[src/hdl/fsk_asm_pkg.sv]
// Constants shared by the FSK message assembler and its bench
package fsk_asm_pkg;
  // Register byte offsets on APB
  localparam logic [7:0] CMD_OFFSET = 8'h00;
  localparam logic [7:0] STATUS_OFFSET = 8'h04;
  localparam logic [7:0] CONFIG_OFFSET = 8'h08;
  localparam logic [7:0] LENGTH_OFFSET = 8'h0C;
  // Command word fields
  localparam int OP_MSB = 31;
  localparam int OP_LSB = 27;
  localparam int COND_MSB = 26;
  localparam int COND_LSB = 25;
  localparam int SEL_MSB = 24;
  localparam int SEL_LSB = 23;
  localparam int CNT_POS = 16;
  localparam int DATA_MSB = 15;
  // Opcodes
  localparam logic [4:0] OP_NOP = 5'h00;
  localparam logic [4:0] OP_STOPBITS = 5'h01;
  localparam logic [4:0] OP_PARITY = 5'h02;
  localparam logic [4:0] OP_CK_CLEAR = 5'h03;
  localparam logic [4:0] OP_CK_ADD = 5'h04;
  localparam logic [4:0] OP_CK_ON = 5'h05;
  localparam logic [4:0] OP_CK_OFF = 5'h06;
  localparam logic [4:0] OP_CK_CRC = 5'h07;
  localparam logic [4:0] OP_CK_MOD = 5'h08;
  localparam logic [4:0] OP_CK_LOAD = 5'h09;
  localparam logic [4:0] OP_CK_INC = 5'h0A;
  localparam logic [4:0] OP_CK_DEC = 5'h0B;
  localparam logic [4:0] OP_MESSAGE = 5'h0C;
  localparam logic [4:0] OP_PARAM = 5'h0D;
  localparam logic [4:0] OP_BYTE = 5'h0E;
  localparam logic [4:0] OP_TWO_BYTE = 5'h0F;
  localparam logic [4:0] OP_CHAR = 5'h10;
  localparam logic [4:0] OP_BITS = 5'h11;
  localparam logic [4:0] OP_DUPLICATE = 5'h12;
  // Guard codes
  localparam logic [1:0] COND_NONE = 2'h0;
  localparam logic [1:0] COND_IDLE_LINE = 2'h1;
  localparam logic [1:0] COND_BUSY_LINE = 2'h2;
  // Selector codes
  localparam logic [1:0] SEL_LITERAL = 2'h0;
  localparam logic [1:0] SEL_WHOLE = 2'h1;
  localparam logic [1:0] SEL_FIELD = 2'h2;
  localparam logic [1:0] SEL_START = 2'h0;
  localparam logic [1:0] RUN_MARK = 2'h0;
  localparam logic [1:0] RUN_TOGGLE = 2'h2;
  // Parity codes
  localparam logic [1:0] PAR_NONE = 2'h0;
  localparam logic [1:0] PAR_ODD = 2'h1;
  localparam logic [1:0] PAR_EVEN = 2'h2;
  localparam int PAR_ALL_POS = 2;
  // Limits and reset values
  localparam logic [6:0] STOP_MIN = 7'h01;
  localparam logic [6:0] STOP_MAX = 7'h64;
  localparam logic [6:0] STOP_RESET = 7'h01;
  localparam logic [12:0] RUN_MAX = 13'h1000;
  localparam logic [15:0] CK_RESET = 16'h0000;
  // Status and config bit positions
  localparam int ST_BUSY = 0;
  localparam int ST_OFF_HOOK = 1;
  localparam int ST_FRAME_OPEN = 2;
  localparam int ST_FIELD_OPEN = 3;
  localparam int ST_CK_ON = 4;
  localparam int ST_CRC = 5;
  localparam int ST_CK_LSB = 16;
  localparam int CF_PAR_LSB = 8;
  localparam int CF_PAR_ALL = 10;
  localparam int CF_DUP_EN = 11;
  localparam int CF_DUP_LSB = 16;
endpackage

[src/hdl/fsk_message_assembler.sv]
// FSK message assembler: APB command port, checksum unit, bit serializer
`timescale 1ns/1ns
// Overview of operation
// - Clear sets checksum accumulator to zero
// - Add appends current checksum to message
// - Enabled accumulation updates on every appended byte except checksum bytes and second copies of repeated bytes
// - CRC select switches to 16-bit CRC
// - Modulo select switches to sum modulo 256
// - Integer operand loads accumulator directly
// - Increment adds, decrement subtracts operand
// - Frame start inserts type byte, tracks length
// - Field start inserts type byte, tracks length
// - Byte command appends bytes, most significant first
// - Byte command can append length plus offset
// - Two-byte value sent low byte first
// - Two-byte command can send length plus offset
// - Text characters encoded with active parity
// - Bit run appends n mark or space
// - Toggling run alternates bits, starting zero
// - Idle-line guard runs command only on-hook
// - Busy-line guard runs command only off-hook
// - Matching bytes sent twice while repeat set
// - Checksum never repeated; compare before parity
// - Parity mode gives seven data bits plus parity
// - One to one hundred stop bits
// - Start bit space, stop bits mark
// - Modulo checksum byte is negated sum
module fsk_message_assembler #(
  parameter logic [15:0] CRC_POLY = 16'h1021,
  parameter logic [15:0] CRC_INIT = 16'hFFFF
) (
  // Clock, reset, enable
  input wire logic pclk,
  input wire logic presetn,
  input wire logic ce,
  // APB slave
  input wire logic psel,
  input wire logic penable,
  input wire logic pwrite,
  input wire logic [7:0] paddr,
  input wire logic [31:0] pwdata,
  output logic [31:0] prdata,
  output logic pready,
  output logic pslverr,
  // Line sense pin, high while off-hook
  input wire logic off_hook_pin,
  // Modulator side
  input wire logic baud_tick,
  output logic bit_out,
  output logic bit_valid
);

  typedef enum logic [2:0] {
    S_IDLE, S_LOAD, S_START, S_DATA, S_STOP, S_RUN
  } eng_t;

  // One CRC byte step, MSB first through the register
  function automatic logic [15:0] crc_step(input logic [15:0] c,
                                           input logic [7:0] b);
    logic [15:0] r;
    logic fb;
    r = c;
    for (int i = 7; i >= 0; i--) begin
      fb = r[15] ^ b[i];
      r = {r[14:0], 1'b0} ^ (fb ? CRC_POLY : 16'h0000);
    end
    return r;
  endfunction

  // Parity encoding: low seven bits kept, bit 7 carries parity
  function automatic logic [7:0] par_enc(input logic [7:0] b,
                                         input logic [1:0] mode);
    logic [7:0] r;
    r = b;
    if (mode == fsk_asm_pkg::PAR_ODD) begin
      r = {~(^b[6:0]), b[6:0]};
    end else if (mode == fsk_asm_pkg::PAR_EVEN) begin
      r = {^b[6:0], b[6:0]};
    end
    return r;
  endfunction

  // APB state
  logic pready_q, pslverr_q;
  logic [31:0] prdata_q, rd_d;
  logic [31:0] cmd_q; // Last command taken
  // Configuration
  logic [6:0] stop_bits_q;
  logic [1:0] parity_q;
  logic parity_all_q;
  logic dup_en_q;
  logic [7:0] dup_val_q;
  // Checksum unit and length tracking
  logic [15:0] ck_q;
  logic ck_on_q, crc_mode_q;
  logic [15:0] whole_frame_length_q, field_length_q;
  logic frame_open_q, field_open_q;
  // Pending bytes of the command in progress
  logic [7:0] pend_q [2];
  logic [1:0] pend_n_q;
  logic pend_ck_q, pend_txt_q, pend_skipw_q, pend_skipf_q;
  // Serializer
  eng_t eng_q;
  logic [7:0] tx_q;
  logic [2:0] bit_idx_q;
  logic [6:0] stop_cnt_q;
  logic [12:0] run_left_q;
  logic [1:0] run_kind_q;
  logic dup_q;
  logic bit_out_q, bit_valid_q;
  // Line sense synchroniser and filtered state
  logic [2:0] hook_sync_q;
  logic off_hook_q;

  // Command word split
  logic [4:0] op;
  logic [1:0] cond, sel;
  logic cnt;
  logic [15:0] dat;
  assign op = pwdata[fsk_asm_pkg::OP_MSB:fsk_asm_pkg::OP_LSB];
  assign cond = pwdata[fsk_asm_pkg::COND_MSB:fsk_asm_pkg::COND_LSB];
  assign sel = pwdata[fsk_asm_pkg::SEL_MSB:fsk_asm_pkg::SEL_LSB];
  assign cnt = pwdata[fsk_asm_pkg::CNT_POS];
  assign dat = pwdata[fsk_asm_pkg::DATA_MSB:0];

  logic access, is_cmd, mapped, busy, cond_ok, exec;
  assign access = psel & penable;
  assign is_cmd = (paddr == fsk_asm_pkg::CMD_OFFSET);
  assign mapped = is_cmd || (paddr == fsk_asm_pkg::STATUS_OFFSET) ||
                  (paddr == fsk_asm_pkg::CONFIG_OFFSET) ||
                  (paddr == fsk_asm_pkg::LENGTH_OFFSET);
  // Busy covers queued bytes so a new command never overtakes them
  assign busy = (eng_q != S_IDLE) || (pend_n_q != 2'd0);
  // Guard evaluated on the filtered line state
  always_comb begin
    unique case (cond)
      fsk_asm_pkg::COND_IDLE_LINE: cond_ok = !off_hook_q;
      fsk_asm_pkg::COND_BUSY_LINE: cond_ok = off_hook_q;
      default: cond_ok = (cond == fsk_asm_pkg::COND_NONE);
    endcase
  end
  // Command acts at the edge where the master sees pready
  assign exec = access & pready_q & pwrite & is_cmd & cond_ok;

  // Read mux
  always_comb begin
    rd_d = 32'h0000_0000;
    unique case (paddr)
      fsk_asm_pkg::CMD_OFFSET: rd_d = cmd_q;
      fsk_asm_pkg::STATUS_OFFSET: begin
        rd_d[fsk_asm_pkg::ST_BUSY] = busy;
        rd_d[fsk_asm_pkg::ST_OFF_HOOK] = off_hook_q;
        rd_d[fsk_asm_pkg::ST_FRAME_OPEN] = frame_open_q;
        rd_d[fsk_asm_pkg::ST_FIELD_OPEN] = field_open_q;
        rd_d[fsk_asm_pkg::ST_CK_ON] = ck_on_q;
        rd_d[fsk_asm_pkg::ST_CRC] = crc_mode_q;
        rd_d[31:fsk_asm_pkg::ST_CK_LSB] = ck_q;
      end
      fsk_asm_pkg::CONFIG_OFFSET: begin
        rd_d[6:0] = stop_bits_q;
        rd_d[fsk_asm_pkg::CF_PAR_LSB +: 2] = parity_q;
        rd_d[fsk_asm_pkg::CF_PAR_ALL] = parity_all_q;
        rd_d[fsk_asm_pkg::CF_DUP_EN] = dup_en_q;
        rd_d[fsk_asm_pkg::CF_DUP_LSB +: 8] = dup_val_q;
      end
      fsk_asm_pkg::LENGTH_OFFSET:
        rd_d = {field_length_q, whole_frame_length_q};
      default: rd_d = 32'h0000_0000;
    endcase
  end

  // APB handshake; a command write waits while the engine is busy
  always_ff @(posedge pclk or negedge presetn) begin
    if (!presetn) begin
      pready_q <= 1'b0;
      pslverr_q <= 1'b0;
      prdata_q <= 32'h0000_0000;
      cmd_q <= 32'h0000_0000;
    end else if (ce) begin
      if (access && !pready_q) begin
        if (!(pwrite && is_cmd && busy)) begin
          pready_q <= 1'b1;
          // Unmapped, or write to a read-only word
          pslverr_q <= !mapped || (pwrite && !is_cmd);
          prdata_q <= pwrite ? 32'h0000_0000 : rd_d;
        end
      end else begin
        pready_q <= 1'b0;
        pslverr_q <= 1'b0;
      end
      if (access && pready_q && pwrite && is_cmd) begin
        cmd_q <= pwdata;
      end
    end
  end

  // Line sense: three stages, change taken when last two agree
  always_ff @(posedge pclk or negedge presetn) begin
    if (!presetn) begin
      hook_sync_q <= 3'h0;
      off_hook_q <= 1'b0;
    end else if (ce) begin
      hook_sync_q <= {hook_sync_q[1:0], off_hook_pin};
      if (hook_sync_q[1] == hook_sync_q[2]) begin
        off_hook_q <= hook_sync_q[2];
      end
    end
  end

  // Configuration commands
  always_ff @(posedge pclk or negedge presetn) begin
    if (!presetn) begin
      stop_bits_q <= fsk_asm_pkg::STOP_RESET;
      parity_q <= fsk_asm_pkg::PAR_NONE;
      parity_all_q <= 1'b0;
      dup_en_q <= 1'b0;
      dup_val_q <= 8'h00;
    end else if (ce && exec) begin
      // Out of range stop counts are ignored
      if (op == fsk_asm_pkg::OP_STOPBITS &&
          dat[6:0] >= fsk_asm_pkg::STOP_MIN &&
          dat[6:0] <= fsk_asm_pkg::STOP_MAX && dat[15:7] == 9'h000) begin
        stop_bits_q <= dat[6:0];
      end
      if (op == fsk_asm_pkg::OP_PARITY) begin
        parity_q <= dat[1:0];
        parity_all_q <= dat[fsk_asm_pkg::PAR_ALL_POS];
      end
      if (op == fsk_asm_pkg::OP_DUPLICATE) begin
        dup_en_q <= (sel != fsk_asm_pkg::SEL_START);
        dup_val_q <= dat[7:0];
      end
    end
  end

  // Bytes a command produces
  logic [1:0] q_n;
  logic [7:0] q_b0, q_b1;
  logic q_ck, q_txt, q_skipw, q_skipf;
  logic [15:0] len_sel;
  always_comb begin
    q_n = 2'd0;
    q_b0 = dat[7:0];
    q_b1 = dat[15:8];
    q_ck = 1'b0;
    q_txt = 1'b0;
    q_skipw = 1'b0;
    q_skipf = 1'b0;
    // Length plus signed offset, wraps in 16 bits
    len_sel = ((sel == fsk_asm_pkg::SEL_WHOLE) ? whole_frame_length_q :
               field_length_q) + dat;
    unique case (op)
      fsk_asm_pkg::OP_MESSAGE, fsk_asm_pkg::OP_PARAM: begin
        if (sel == fsk_asm_pkg::SEL_START) begin
          q_n = 2'd1;
          q_skipw = (op == fsk_asm_pkg::OP_MESSAGE);
          q_skipf = 1'b1;
        end
      end
      fsk_asm_pkg::OP_BYTE: begin
        if (sel == fsk_asm_pkg::SEL_LITERAL) begin
          // Two hex bytes go high byte first
          q_n = cnt ? 2'd2 : 2'd1;
          q_b0 = cnt ? dat[15:8] : dat[7:0];
          q_b1 = dat[7:0];
        end else begin
          q_n = 2'd1;
          q_b0 = len_sel[7:0];
        end
      end
      fsk_asm_pkg::OP_TWO_BYTE: begin
        q_n = 2'd2;
        if (sel != fsk_asm_pkg::SEL_LITERAL) begin
          q_b0 = len_sel[7:0];
          q_b1 = len_sel[15:8];
        end
      end
      fsk_asm_pkg::OP_CHAR: begin
        q_n = 2'd1;
        q_txt = 1'b1;
      end
      fsk_asm_pkg::OP_CK_ADD: begin
        q_ck = 1'b1;
        if (crc_mode_q) begin
          q_n = 2'd2;
          q_b0 = ck_q[7:0];
          q_b1 = ck_q[15:8];
        end else begin
          q_n = 2'd1;
          q_b0 = 8'h00 - ck_q[7:0];
        end
      end
      default: q_n = 2'd0;
    endcase
  end

  logic load;
  assign load = (eng_q == S_LOAD);

  // Pending byte queue, shifted as the serializer loads
  always_ff @(posedge pclk or negedge presetn) begin
    if (!presetn) begin
      pend_q[0] <= 8'h00;
      pend_q[1] <= 8'h00;
      pend_n_q <= 2'd0;
      pend_ck_q <= 1'b0;
      pend_txt_q <= 1'b0;
      pend_skipw_q <= 1'b0;
      pend_skipf_q <= 1'b0;
    end else if (ce) begin
      if (exec && q_n != 2'd0) begin
        pend_q[0] <= q_b0;
        pend_q[1] <= q_b1;
        pend_n_q <= q_n;
        pend_ck_q <= q_ck;
        pend_txt_q <= q_txt;
        pend_skipw_q <= q_skipw;
        pend_skipf_q <= q_skipf;
      end else if (load) begin
        pend_q[0] <= pend_q[1];
        pend_n_q <= pend_n_q - 2'd1;
        // Type byte is always a single byte
        pend_skipw_q <= 1'b0;
        pend_skipf_q <= 1'b0;
      end
    end
  end

  // Checksum unit and length counters
  logic [15:0] ck_arith;
  always_comb begin
    ck_arith = (op == fsk_asm_pkg::OP_CK_DEC) ? ck_q - dat : ck_q + dat;
  end
  always_ff @(posedge pclk or negedge presetn) begin
    if (!presetn) begin
      ck_q <= fsk_asm_pkg::CK_RESET;
      ck_on_q <= 1'b0;
      crc_mode_q <= 1'b0;
      whole_frame_length_q <= 16'h0000;
      field_length_q <= 16'h0000;
      frame_open_q <= 1'b0;
      field_open_q <= 1'b0;
    end else if (ce) begin
      if (exec) begin
        unique case (op)
          fsk_asm_pkg::OP_CK_CLEAR: ck_q <= 16'h0000;
          fsk_asm_pkg::OP_CK_ON: ck_on_q <= 1'b1;
          fsk_asm_pkg::OP_CK_OFF: ck_on_q <= 1'b0;
          fsk_asm_pkg::OP_CK_CRC: begin
            crc_mode_q <= 1'b1;
            ck_q <= CRC_INIT;
          end
          fsk_asm_pkg::OP_CK_MOD: begin
            crc_mode_q <= 1'b0;
            ck_q <= {8'h00, ck_q[7:0]};
          end
          fsk_asm_pkg::OP_CK_LOAD:
            ck_q <= crc_mode_q ? dat : {8'h00, dat[7:0]};
          fsk_asm_pkg::OP_CK_INC, fsk_asm_pkg::OP_CK_DEC:
            ck_q <= crc_mode_q ? ck_arith : {8'h00, ck_arith[7:0]};
          fsk_asm_pkg::OP_MESSAGE: begin
            frame_open_q <= (sel == fsk_asm_pkg::SEL_START);
            if (sel == fsk_asm_pkg::SEL_START) begin
              whole_frame_length_q <= 16'h0000;
            end
          end
          fsk_asm_pkg::OP_PARAM: begin
            field_open_q <= (sel == fsk_asm_pkg::SEL_START);
            if (sel == fsk_asm_pkg::SEL_START) begin
              field_length_q <= 16'h0000;
            end
          end
          default: ck_q <= ck_q;
        endcase
      end else if (load && !pend_ck_q) begin
        // Checksum sees the byte before parity encoding
        if (ck_on_q) begin
          ck_q <= crc_mode_q ? crc_step(ck_q, pend_q[0]) :
                  {8'h00, ck_q[7:0] + pend_q[0]};
        end
        if (frame_open_q && !pend_skipw_q) begin
          whole_frame_length_q <= whole_frame_length_q + 16'h0001;
        end
        if (field_open_q && !pend_skipf_q) begin
          field_length_q <= field_length_q + 16'h0001;
        end
      end
    end
  end

  // Serializer: start, eight data bits, stop bits, or a bit run
  always_ff @(posedge pclk or negedge presetn) begin
    if (!presetn) begin
      eng_q <= S_IDLE;
      tx_q <= 8'h00;
      bit_idx_q <= 3'd0;
      stop_cnt_q <= 7'h00;
      run_left_q <= 13'h0000;
      run_kind_q <= fsk_asm_pkg::RUN_MARK;
      dup_q <= 1'b0;
      bit_out_q <= 1'b1;
      bit_valid_q <= 1'b0;
    end else if (ce) begin
      unique case (eng_q)
        S_IDLE: begin
          if (pend_n_q != 2'd0) begin
            eng_q <= S_LOAD;
          end else if (exec && op == fsk_asm_pkg::OP_BITS &&
                       dat[12:0] != 13'h0000 &&
                       dat[12:0] <= fsk_asm_pkg::RUN_MAX) begin
            eng_q <= S_RUN;
            run_left_q <= dat[12:0];
            run_kind_q <= sel;
            // Mark is 1; space and toggling runs open with 0
            bit_out_q <= (sel == fsk_asm_pkg::RUN_MARK);
            bit_valid_q <= 1'b1;
          end
        end
        S_LOAD: begin
          // Repeat compare on the raw byte, never on checksum bytes
          dup_q <= dup_en_q && !pend_ck_q &&
                   (pend_q[0] == dup_val_q);
          tx_q <= (!pend_ck_q && (pend_txt_q || parity_all_q)) ?
                  par_enc(pend_q[0], parity_q) : pend_q[0];
          eng_q <= S_START;
          bit_out_q <= 1'b0;
          bit_valid_q <= 1'b1;
        end
        S_START: begin
          if (baud_tick) begin
            eng_q <= S_DATA;
            bit_idx_q <= 3'd0;
            bit_out_q <= tx_q[0];
          end
        end
        S_DATA: begin
          if (baud_tick) begin
            if (bit_idx_q == 3'd7) begin
              eng_q <= S_STOP;
              stop_cnt_q <= 7'h01;
              bit_out_q <= 1'b1;
            end else begin
              bit_idx_q <= bit_idx_q + 3'd1;
              bit_out_q <= tx_q[bit_idx_q + 3'd1];
            end
          end
        end
        S_STOP: begin
          if (baud_tick) begin
            if (stop_cnt_q < stop_bits_q) begin
              stop_cnt_q <= stop_cnt_q + 7'h01;
            end else if (dup_q) begin
              // Second copy of the matched byte
              dup_q <= 1'b0;
              eng_q <= S_START;
              bit_out_q <= 1'b0;
            end else begin
              eng_q <= (pend_n_q != 2'd0) ? S_LOAD : S_IDLE;
              bit_valid_q <= 1'b0;
            end
          end
        end
        S_RUN: begin
          if (baud_tick) begin
            if (run_left_q == 13'h0001) begin
              eng_q <= S_IDLE;
              bit_valid_q <= 1'b0;
              bit_out_q <= 1'b1;
            end else begin
              run_left_q <= run_left_q - 13'h0001;
              if (run_kind_q == fsk_asm_pkg::RUN_TOGGLE) begin
                bit_out_q <= ~bit_out_q;
              end
            end
          end
        end
      endcase
    end
  end

  // Outputs straight from flip-flops
  assign prdata = prdata_q;
  assign pready = pready_q;
  assign pslverr = pslverr_q;
  assign bit_out = bit_out_q;
  assign bit_valid = bit_valid_q;

endmodule

[config.mk]
export PLATFORM = sky130hd
export DESIGN_NAME = fsk_message_assembler
export DESIGN_NICKNAME = d
export VERILOG_FILES = /design/src/hdl/fsk_asm_pkg.sv /design/src/hdl/fsk_message_assembler.sv
export SDC_FILE = /design/constraint.sdc
export NUM_CORES = 1
export LEC_CHECK = 0
export BUFFER_PORTS_ARGS = -buffer_cell sky130_fd_sc_hd__buf_2
export CAP_MARGIN = 5
export CORE_ASPECT_RATIO = 1.4
export CORE_UTILIZATION = 53
export DETAILED_ROUTE_END_ITERATION = 8
export HOLD_SLACK_MARGIN = 0.05
export PLACE_DENSITY = 0.78
export RECOVER_POWER = 100
export REMOVE_ABC_BUFFERS = 1
export SLEW_MARGIN = 20
export SYNTH_ARGS = -nofsm -noshare
export SYNTH_HDL_FRONTEND = slang
export SYNTH_SLANG_ARGS = --single-unit
[constraint.sdc]
create_clock -name pclk -period 3.12 [get_ports pclk]
set_input_delay 0.312 -clock pclk [delete_from_list [all_inputs] [get_ports pclk]]
set_output_delay 0.312 -clock pclk [all_outputs]
set_load 0.1 [all_outputs]
==> flow_metrics.env, run 1 <==
export IMPL_status="finished with violations"
export IMPL_violations="max-capacitance violations, max-slew violations"
export IMPL_gp_congestion=1.02
export IMPL_synthTopCellsByArea="dfrtp_1, mux2_2, o21ai_0"
export IMPL_cts_made_buffers=22
export IMPL_use_met2_pct=59.4
export IMPL_synth_compound_area_share_pct=20.8
export IMPL_slew_headroom_pct=-24.0
export IMPL_netlist_top_cell_by_area="dfrtp_1"
export IMPL_hold_path_class="input pin to flop"
export IMPL_grt_pass1_vias=13300
export IMPL_crit_buf_inv=1
export IMPL_synth_top_family_by_area="compound AO/OA/AOI/OAI gates"
export IMPL_period_minus_slack_ns=2.98
export IMPL_cts_root_buffer="clkbuf_16"
export IMPL_grtUsageMet3_pct=5.89
export IMPL_portBuffers=83
export IMPL_rsz0062_at_grt="false"
export IMPL_use_met1_pct=45.5
export IMPL_dr_total_vias=13800
export IMPL_tightestPinTransition_ns=1.86
export IMPL_required_ns=3.57
export IMPL_rows=70
export IMPL_antenna_found_initial=2
export IMPL_synthMuxAreaShare_pct=9.47
export IMPL_cts_hold_buf=9
export IMPL_drive_gt1_share_pct=16.5
export IMPL_async_reset_ff_share_pct=100
export IMPL_crit_chain="mux2_1 > or3_1 > nor4_1 > and3_1 > o21a_1 > clkbuf_2 > a21oi_1 > a21oi_1"
export IMPL_yosysWarnings=0
export IMPL_placed_area_um2=15500
export IMPL_final_nets=1853
export IMPL_wl_per_cell_um=23.9
export IMPL_power_leakage_uw=0.00707
export IMPL_ys_types=77
export IMPL_cts_tree="built"
export IMPL_fmax_mhz=335
export IMPL_cts_setup_buffers=0
export IMPL_wirelength_mm=49.8
export IMPL_gr_total_overflow=0
export IMPL_critical_path_max_fanout=13
export IMPL_ys_flop_type="dfrtp_1"
export IMPL_finalSetupViolations=0
export IMPL_drc_errors=0
export IMPL_cts_resized=0
export IMPL_finClkSkew_ns=0.0240
export IMPL_crit_type="flop to flop"
export IMPL_top_usage_layer="met2"
export IMPL_clk_path_buf_depth=3
export IMPL_cts_sinks=202
export IMPL_netlist_instances=1612
export IMPL_power_uw=9250
export IMPL_max_stage_delay_ns=0.54
export IMPL_drt_vias_per_instance=6.61
export IMPL_worst_path_max_delay_cell="dfrtp_1"
export IMPL_grt_max_degree=73
export IMPL_avgSynthCellArea_um2=8.76
export IMPL_synth_top_area_share_pct=35.5
export IMPL_crit_top_cell="a21oi_1"
export IMPL_power_density_nw_per_um2=573
export IMPL_clk_pin_slew_ns=0.06
export IMPL_grt_use_total_pct=36.9
export IMPL_ir_worst_vdd_mv=0.404
export IMPL_synth_xor_xnor_area_share_pct=6.27
export IMPL_drtIter0Drc=1376
export IMPL_die_area_um2=27300
export IMPL_pin_count=84
export IMPL_critPathTopFamily="simple AND/OR/NAND/NOR gates"
export IMPL_min_period_over_period_pct=95.7
export IMPL_netlist_area_um2=14100
export IMPL_initial_core_util_pct=53.9
export IMPL_die_w_um=140
export IMPL_yosys_area_share_simple_pct=18.3
export IMPL_die_h_um=195
export IMPL_endpoint_kind="flop"
export IMPL_final_hold_viol_count=0
export IMPL_nFillCells=2250
export IMPL_grt_pass1_wl_mm=76.8
export IMPL_synth_edf_count=0
export IMPL_slew_viol_final=72
export IMPL_syn_to_final_growth_pct=14.4
export IMPL_coreArea_um2=26200
export IMPL_dr_pass1_iters=5
export IMPL_clk_insertion_delay_late_ns=0.54
export IMPL_synth_ff_latch_count=202
export IMPL_h_tree_depth=1
export IMPL_max_cap_violations=1
export IMPL_dp_hpwl_mm=36.8
export IMPL_worst_endpoint_arrival_ns=3.43
export IMPL_start_kind="flop"
export IMPL_synthAdderAreaFrac_pct=5.39
export IMPL_detail_route_antenna_nets=0
export IMPL_seq_area_frac_synth_pct=35.8
export IMPL_stdcell_area_um2=16200
routing by layer:
metal	vias to the layer above	routed length, µm
met5	-	0
met4	0	3890
met3	215	4860
met2	776	22900
met1	6639	18200
li1	6173	-
cells in the mapped netlist (34+ instances only):
cell type / count
dfrtp_1: 200
nand2_1: 171
o21ai_0: 143
a21oi_1: 128
nor2_1: 120
clkbuf_1: 86
mux2_2: 77
xnor2_1: 61
ha_1: 56
inv_1: 41
xor2_1: 40
nand3_1: 37
nor3_1: 34
final cells by class:
cell class	count	area, µm²	share of cell area (%)
multi-input cells	1268	8510	52.7
inverters	41	154	0.953
diodes	1	2.50	0.0155
repair buffers	211	1280	7.95
flip-flops and latches	202	5060	31.3
clock buffers	26	586	3.63
clock inverters	14	156	0.968
well taps	324	405	2.51
through the flow:
step / hold WS (ns) / utilization [%] / cells / setup WS (ns) / setup TNS (ns)
global placement: 0.371 / 59.1 / 2037 / -0.135 / -0.424
floorplan: 0.0164 / - / 1511 / -0.374 / -3.71
finish: 0.0653 / 61.7 / 2087 / 0.136 / 0
detailed placement: 0.380 / 59.1 / 2037 / -0.222 / -0.662
CTS: 0.0604 / 62.3 / 2086 / 0.293 / 0
global route: 0.0742 / 61.7 / 2086 / 0.0406 / 0
final timing paths:
path | cells after the start | slack (ns) | endpoint | start
max | 8 | 0.14 | run_left_q[11] | off_hook_q
min | 2 | 0.07 | cmd_q[18] | pwdata[18]
max reg2reg | 8 | 0.14 | run_left_q[11] | off_hook_q
min reg2reg | 1 | 0.47 | pend_n_q[0] | pend_n_q[0]
max in group asynchronous | 3 | 0.59 | cmd_q[16] | presetn
min in group asynchronous | 2 | 0.84 | ck_q[1] | presetn
cell families after synthesis:
logic type                 count (synthesis)
and+or+nand+nor                          525
AOI/OAI and AO/OA                        474
DFF                                      202
buffers and inverters                    142
muxes                                    109
xor gates and xnor gates                 101
adders and majority gates                 59
report_power, final:
group	switching, µW	internal (µW)	leakage (µW)
clock	1180	1530	0.000352
combinational	1920	1250	0.00401
sequential	488	2880	0.00270
total	3590	5660	0.00707
sequential cells by signal (all words and copies together) (netlist names), 2 cells and up:
name,cells
bit_idx_q,3
ck_q,16
cmd_q,32
dup_val_q,8
eng_q,3
field_length_q,16
hook_sync_q,3
parity_q,2
pend_n_q,2
pend_q,16
prdata,32
run_kind_q,2
run_left_q,13
stop_bits_q,7
stop_cnt_q,7
tx_q,8
whole_frame_length_q,16
layout by cell type, fill, tap and decap left out, types with 10 or more instances in the layout:
master / n
ha_1: 56
o21a_1: 15
a22o_1: 13
o31ai_1: 21
nand3_1: 37
dfrtp_1: 200
o22ai_1: 13
nand4_1: 20
a21o_1: 16
a21oi_1: 128
clkbuf_16: 22
nor4_1: 10
xnor2_1: 61
o21ai_0: 142
buf_2: 44
mux2i_1: 20
mux2_2: 76
buf_4: 92
nor3_1: 34
a221oi_1: 11
nand2b_1: 15
nor2b_1: 21
nand2_1: 171
and3_1: 20
xor2_1: 40
clkbuf_1: 56
a31oi_1: 15
inv_1: 41
a22oi_1: 21
a211oi_1: 13
or3_1: 20
o211ai_1: 14
nor2_1: 120
mux4_2: 12
Note: power is estimated with default switching activity, not from simulation.
==> run 2: changes to the inputs <==
Settings changed: PLACE_DENSITY 0.78 to 0.71.
==> flow_metrics.env, run 2 (synthesis results as in run 1) <==
export IMPL_dr_pass1_iters=5
export IMPL_finClkSkew_ns=0.0331
export IMPL_drc_errors=0
export IMPL_clk_insertion_delay_late_ns=0.54
export IMPL_wl_met1_mm=20.3
export IMPL_portBuffers=83
export IMPL_drt_vias_per_instance=6.49
export IMPL_clk_pin_slew_ns=0.06
export IMPL_drtIter0Drc=1311
export IMPL_layout_common_cells="dfrtp_1, nand2_1, o21ai_0, a21oi_1, buf_4"
export IMPL_grt_use_total_pct=37.8
export IMPL_rows=70
export IMPL_critical_path_max_fanout=20
export IMPL_stdcell_area_um2=16300
export IMPL_placed_area_um2=15600
export IMPL_dp_cells=2057
export IMPL_syn_to_final_growth_pct=15.8
export IMPL_antenna_found_initial=0
export IMPL_cts_tree="built"
export IMPL_start_kind="flop"
export IMPL_crit_path_start="off_hook_q"
export IMPL_final_nets=1871
export IMPL_final_hold_viol_count=0
export IMPL_die_h_um=195
export IMPL_slew_headroom_pct=-53.7
export IMPL_cts_sinks=202
export IMPL_crit_type="flop to flop"
export IMPL_power_density_nw_per_um2=579
export IMPL_hold_path_class="input pin to flop"
export IMPL_gp_congestion=0.992
export IMPL_period_minus_slack_ns=3.00
export IMPL_hold_start="pwdata[26]"
export IMPL_drive_gt1_share_pct=18.1
export IMPL_wirelength_mm=51.2
export IMPL_power_uw=9460
export IMPL_dr_wl_met3_mm=3.88
export IMPL_top_layer_used="met4"
export IMPL_required_ns=3.52
export IMPL_max_cap_violations=1
export IMPL_layout_cells_non_filler=2106
export IMPL_pre_cts_ws_ns=-0.159
export IMPL_cts_root_buffer="clkbuf_16"
export IMPL_die_area_um2=27300
export IMPL_fmax_mhz=333
export IMPL_violations="max-capacitance violations, max-slew violations"
export IMPL_rsz0062_at_grt="false"
export IMPL_grt_pass1_vias=13000
export IMPL_mostFrequentLayoutCell="dfrtp_1"
export IMPL_h_tree_depth=1
export IMPL_grt_max_degree=87
export IMPL_gr_total_overflow=0
export IMPL_dr_total_vias=13700
export IMPL_die_w_um=140
export IMPL_power_leakage_uw=0.00722
export IMPL_wl_met2_mm=23.5
export IMPL_slew_viol_final=87
export IMPL_coreArea_um2=26200
export IMPL_dp_hpwl_mm=38.5
export IMPL_ir_worst_vdd_mv=0.480
export IMPL_detail_route_antenna_nets=0
export IMPL_cts_setup_buffers=0
export IMPL_tightestPinTransition_ns=2.31
export IMPL_worst_endpoint_arrival_ns=3.40
export IMPL_clk_path_buf_depth=3
export IMPL_endpoint_kind="flop"
export IMPL_finalSetupViolations=0
export IMPL_status="finished with violations"
export IMPL_wl_per_cell_um=24.3
export IMPL_cts_made_buffers=23
export IMPL_layout_setup_ws_ns=0.115
export IMPL_nFillCells=2338
export IMPL_pin_count=84
export IMPL_critical_path_reg2reg_startpoint="off_hook_q"
export IMPL_initial_core_util_pct=53.9
export IMPL_min_period_over_period_pct=96.3
export IMPL_grt_pass1_wl_mm=77.9
[run 2: cell types whose count changed in the layout (fill, tap and decap cells not counted), moves of 2 or more]
cell	change
buf_4	+32
clkbuf_1	-8
clkbuf_4	-2
clkbuf_8	+4
clkinvlp_4	-3
dlygate4sd3_1	-3
o21ai_0	+2
o21ai_1	-2
[run 2: power breakdown]
part / leakage, µW / internal (µW) / total, µW / switching [µW]
clock network: 0.000371 / 1590 / 2740 / 1150
registers: 0.00270 / 2890 / 3280 / 391
logic: 0.00414 / 1390 / 3440 / 2050
[run 2: worst paths after layout]
check                           endpoint  slack, ns  cells after the start
hold / removal                 cmd_q[26]       0.05                      2
setup reg to reg                 ck_q[2]       0.12                      7
min in group asynchronous  run_left_q[6]       1.01                      2
hold reg to reg              pend_n_q[0]       0.47                      1
setup / recovery                 ck_q[2]       0.12                      7
max in group asynchronous        tx_q[1]       0.49                      3
[run 2: final cells by class]
class	instances	area, µm²	area share, %
diodes	1	2.50	0.0153
clock buffers	34	677	4.14
clock inverters	8	78.8	0.482
inverters	41	154	0.942
multi-input cells	1268	8520	52.1
flip-flops and latches	202	5060	30.9
well taps	324	405	2.48
repair buffers	228	1450	8.87
[run 2: layer usage]
metal	track usage, %	vias up
met5	0	-
met4	22.3	0
met3	5.44	170
met2	61.3	638
met1	48.0	6655
li1	-	6210
[run 2: per-stage QoR]
step / util [%] / hold WS [ns] / setup TNS (ns)
2_1_floorplan: - / 0.0164 / -3.71
3_3_place_gp: 59.7 / 0.428 / -0.336
3_5_place_dp: 59.7 / 0.420 / -0.681
4_1_cts: 62.8 / 0.0501 / 0
5_1_grt: 62.4 / 0.0585 / 0
6_report: 62.4 / 0.0534 / 0
[run 2: what timing repair did]
action | 4_1_cts | 5_1_grt
gates resized for setup | 0 | 2
hold endpoints to repair | 85 | 0
hold buffers | 6 | 0
endpoints found under the setup margin | 0 | 4
[run 2: worst max-delay path, cell delays in order, from the launching register on]
cell,delay [ns]
dfrtp_1,0.50
mux2_1,0.51
nor3_2,0.34
nand2_1,0.18
buf_4,0.27
o21ai_0,0.44
buf_4,0.29
mux2_2,0.35
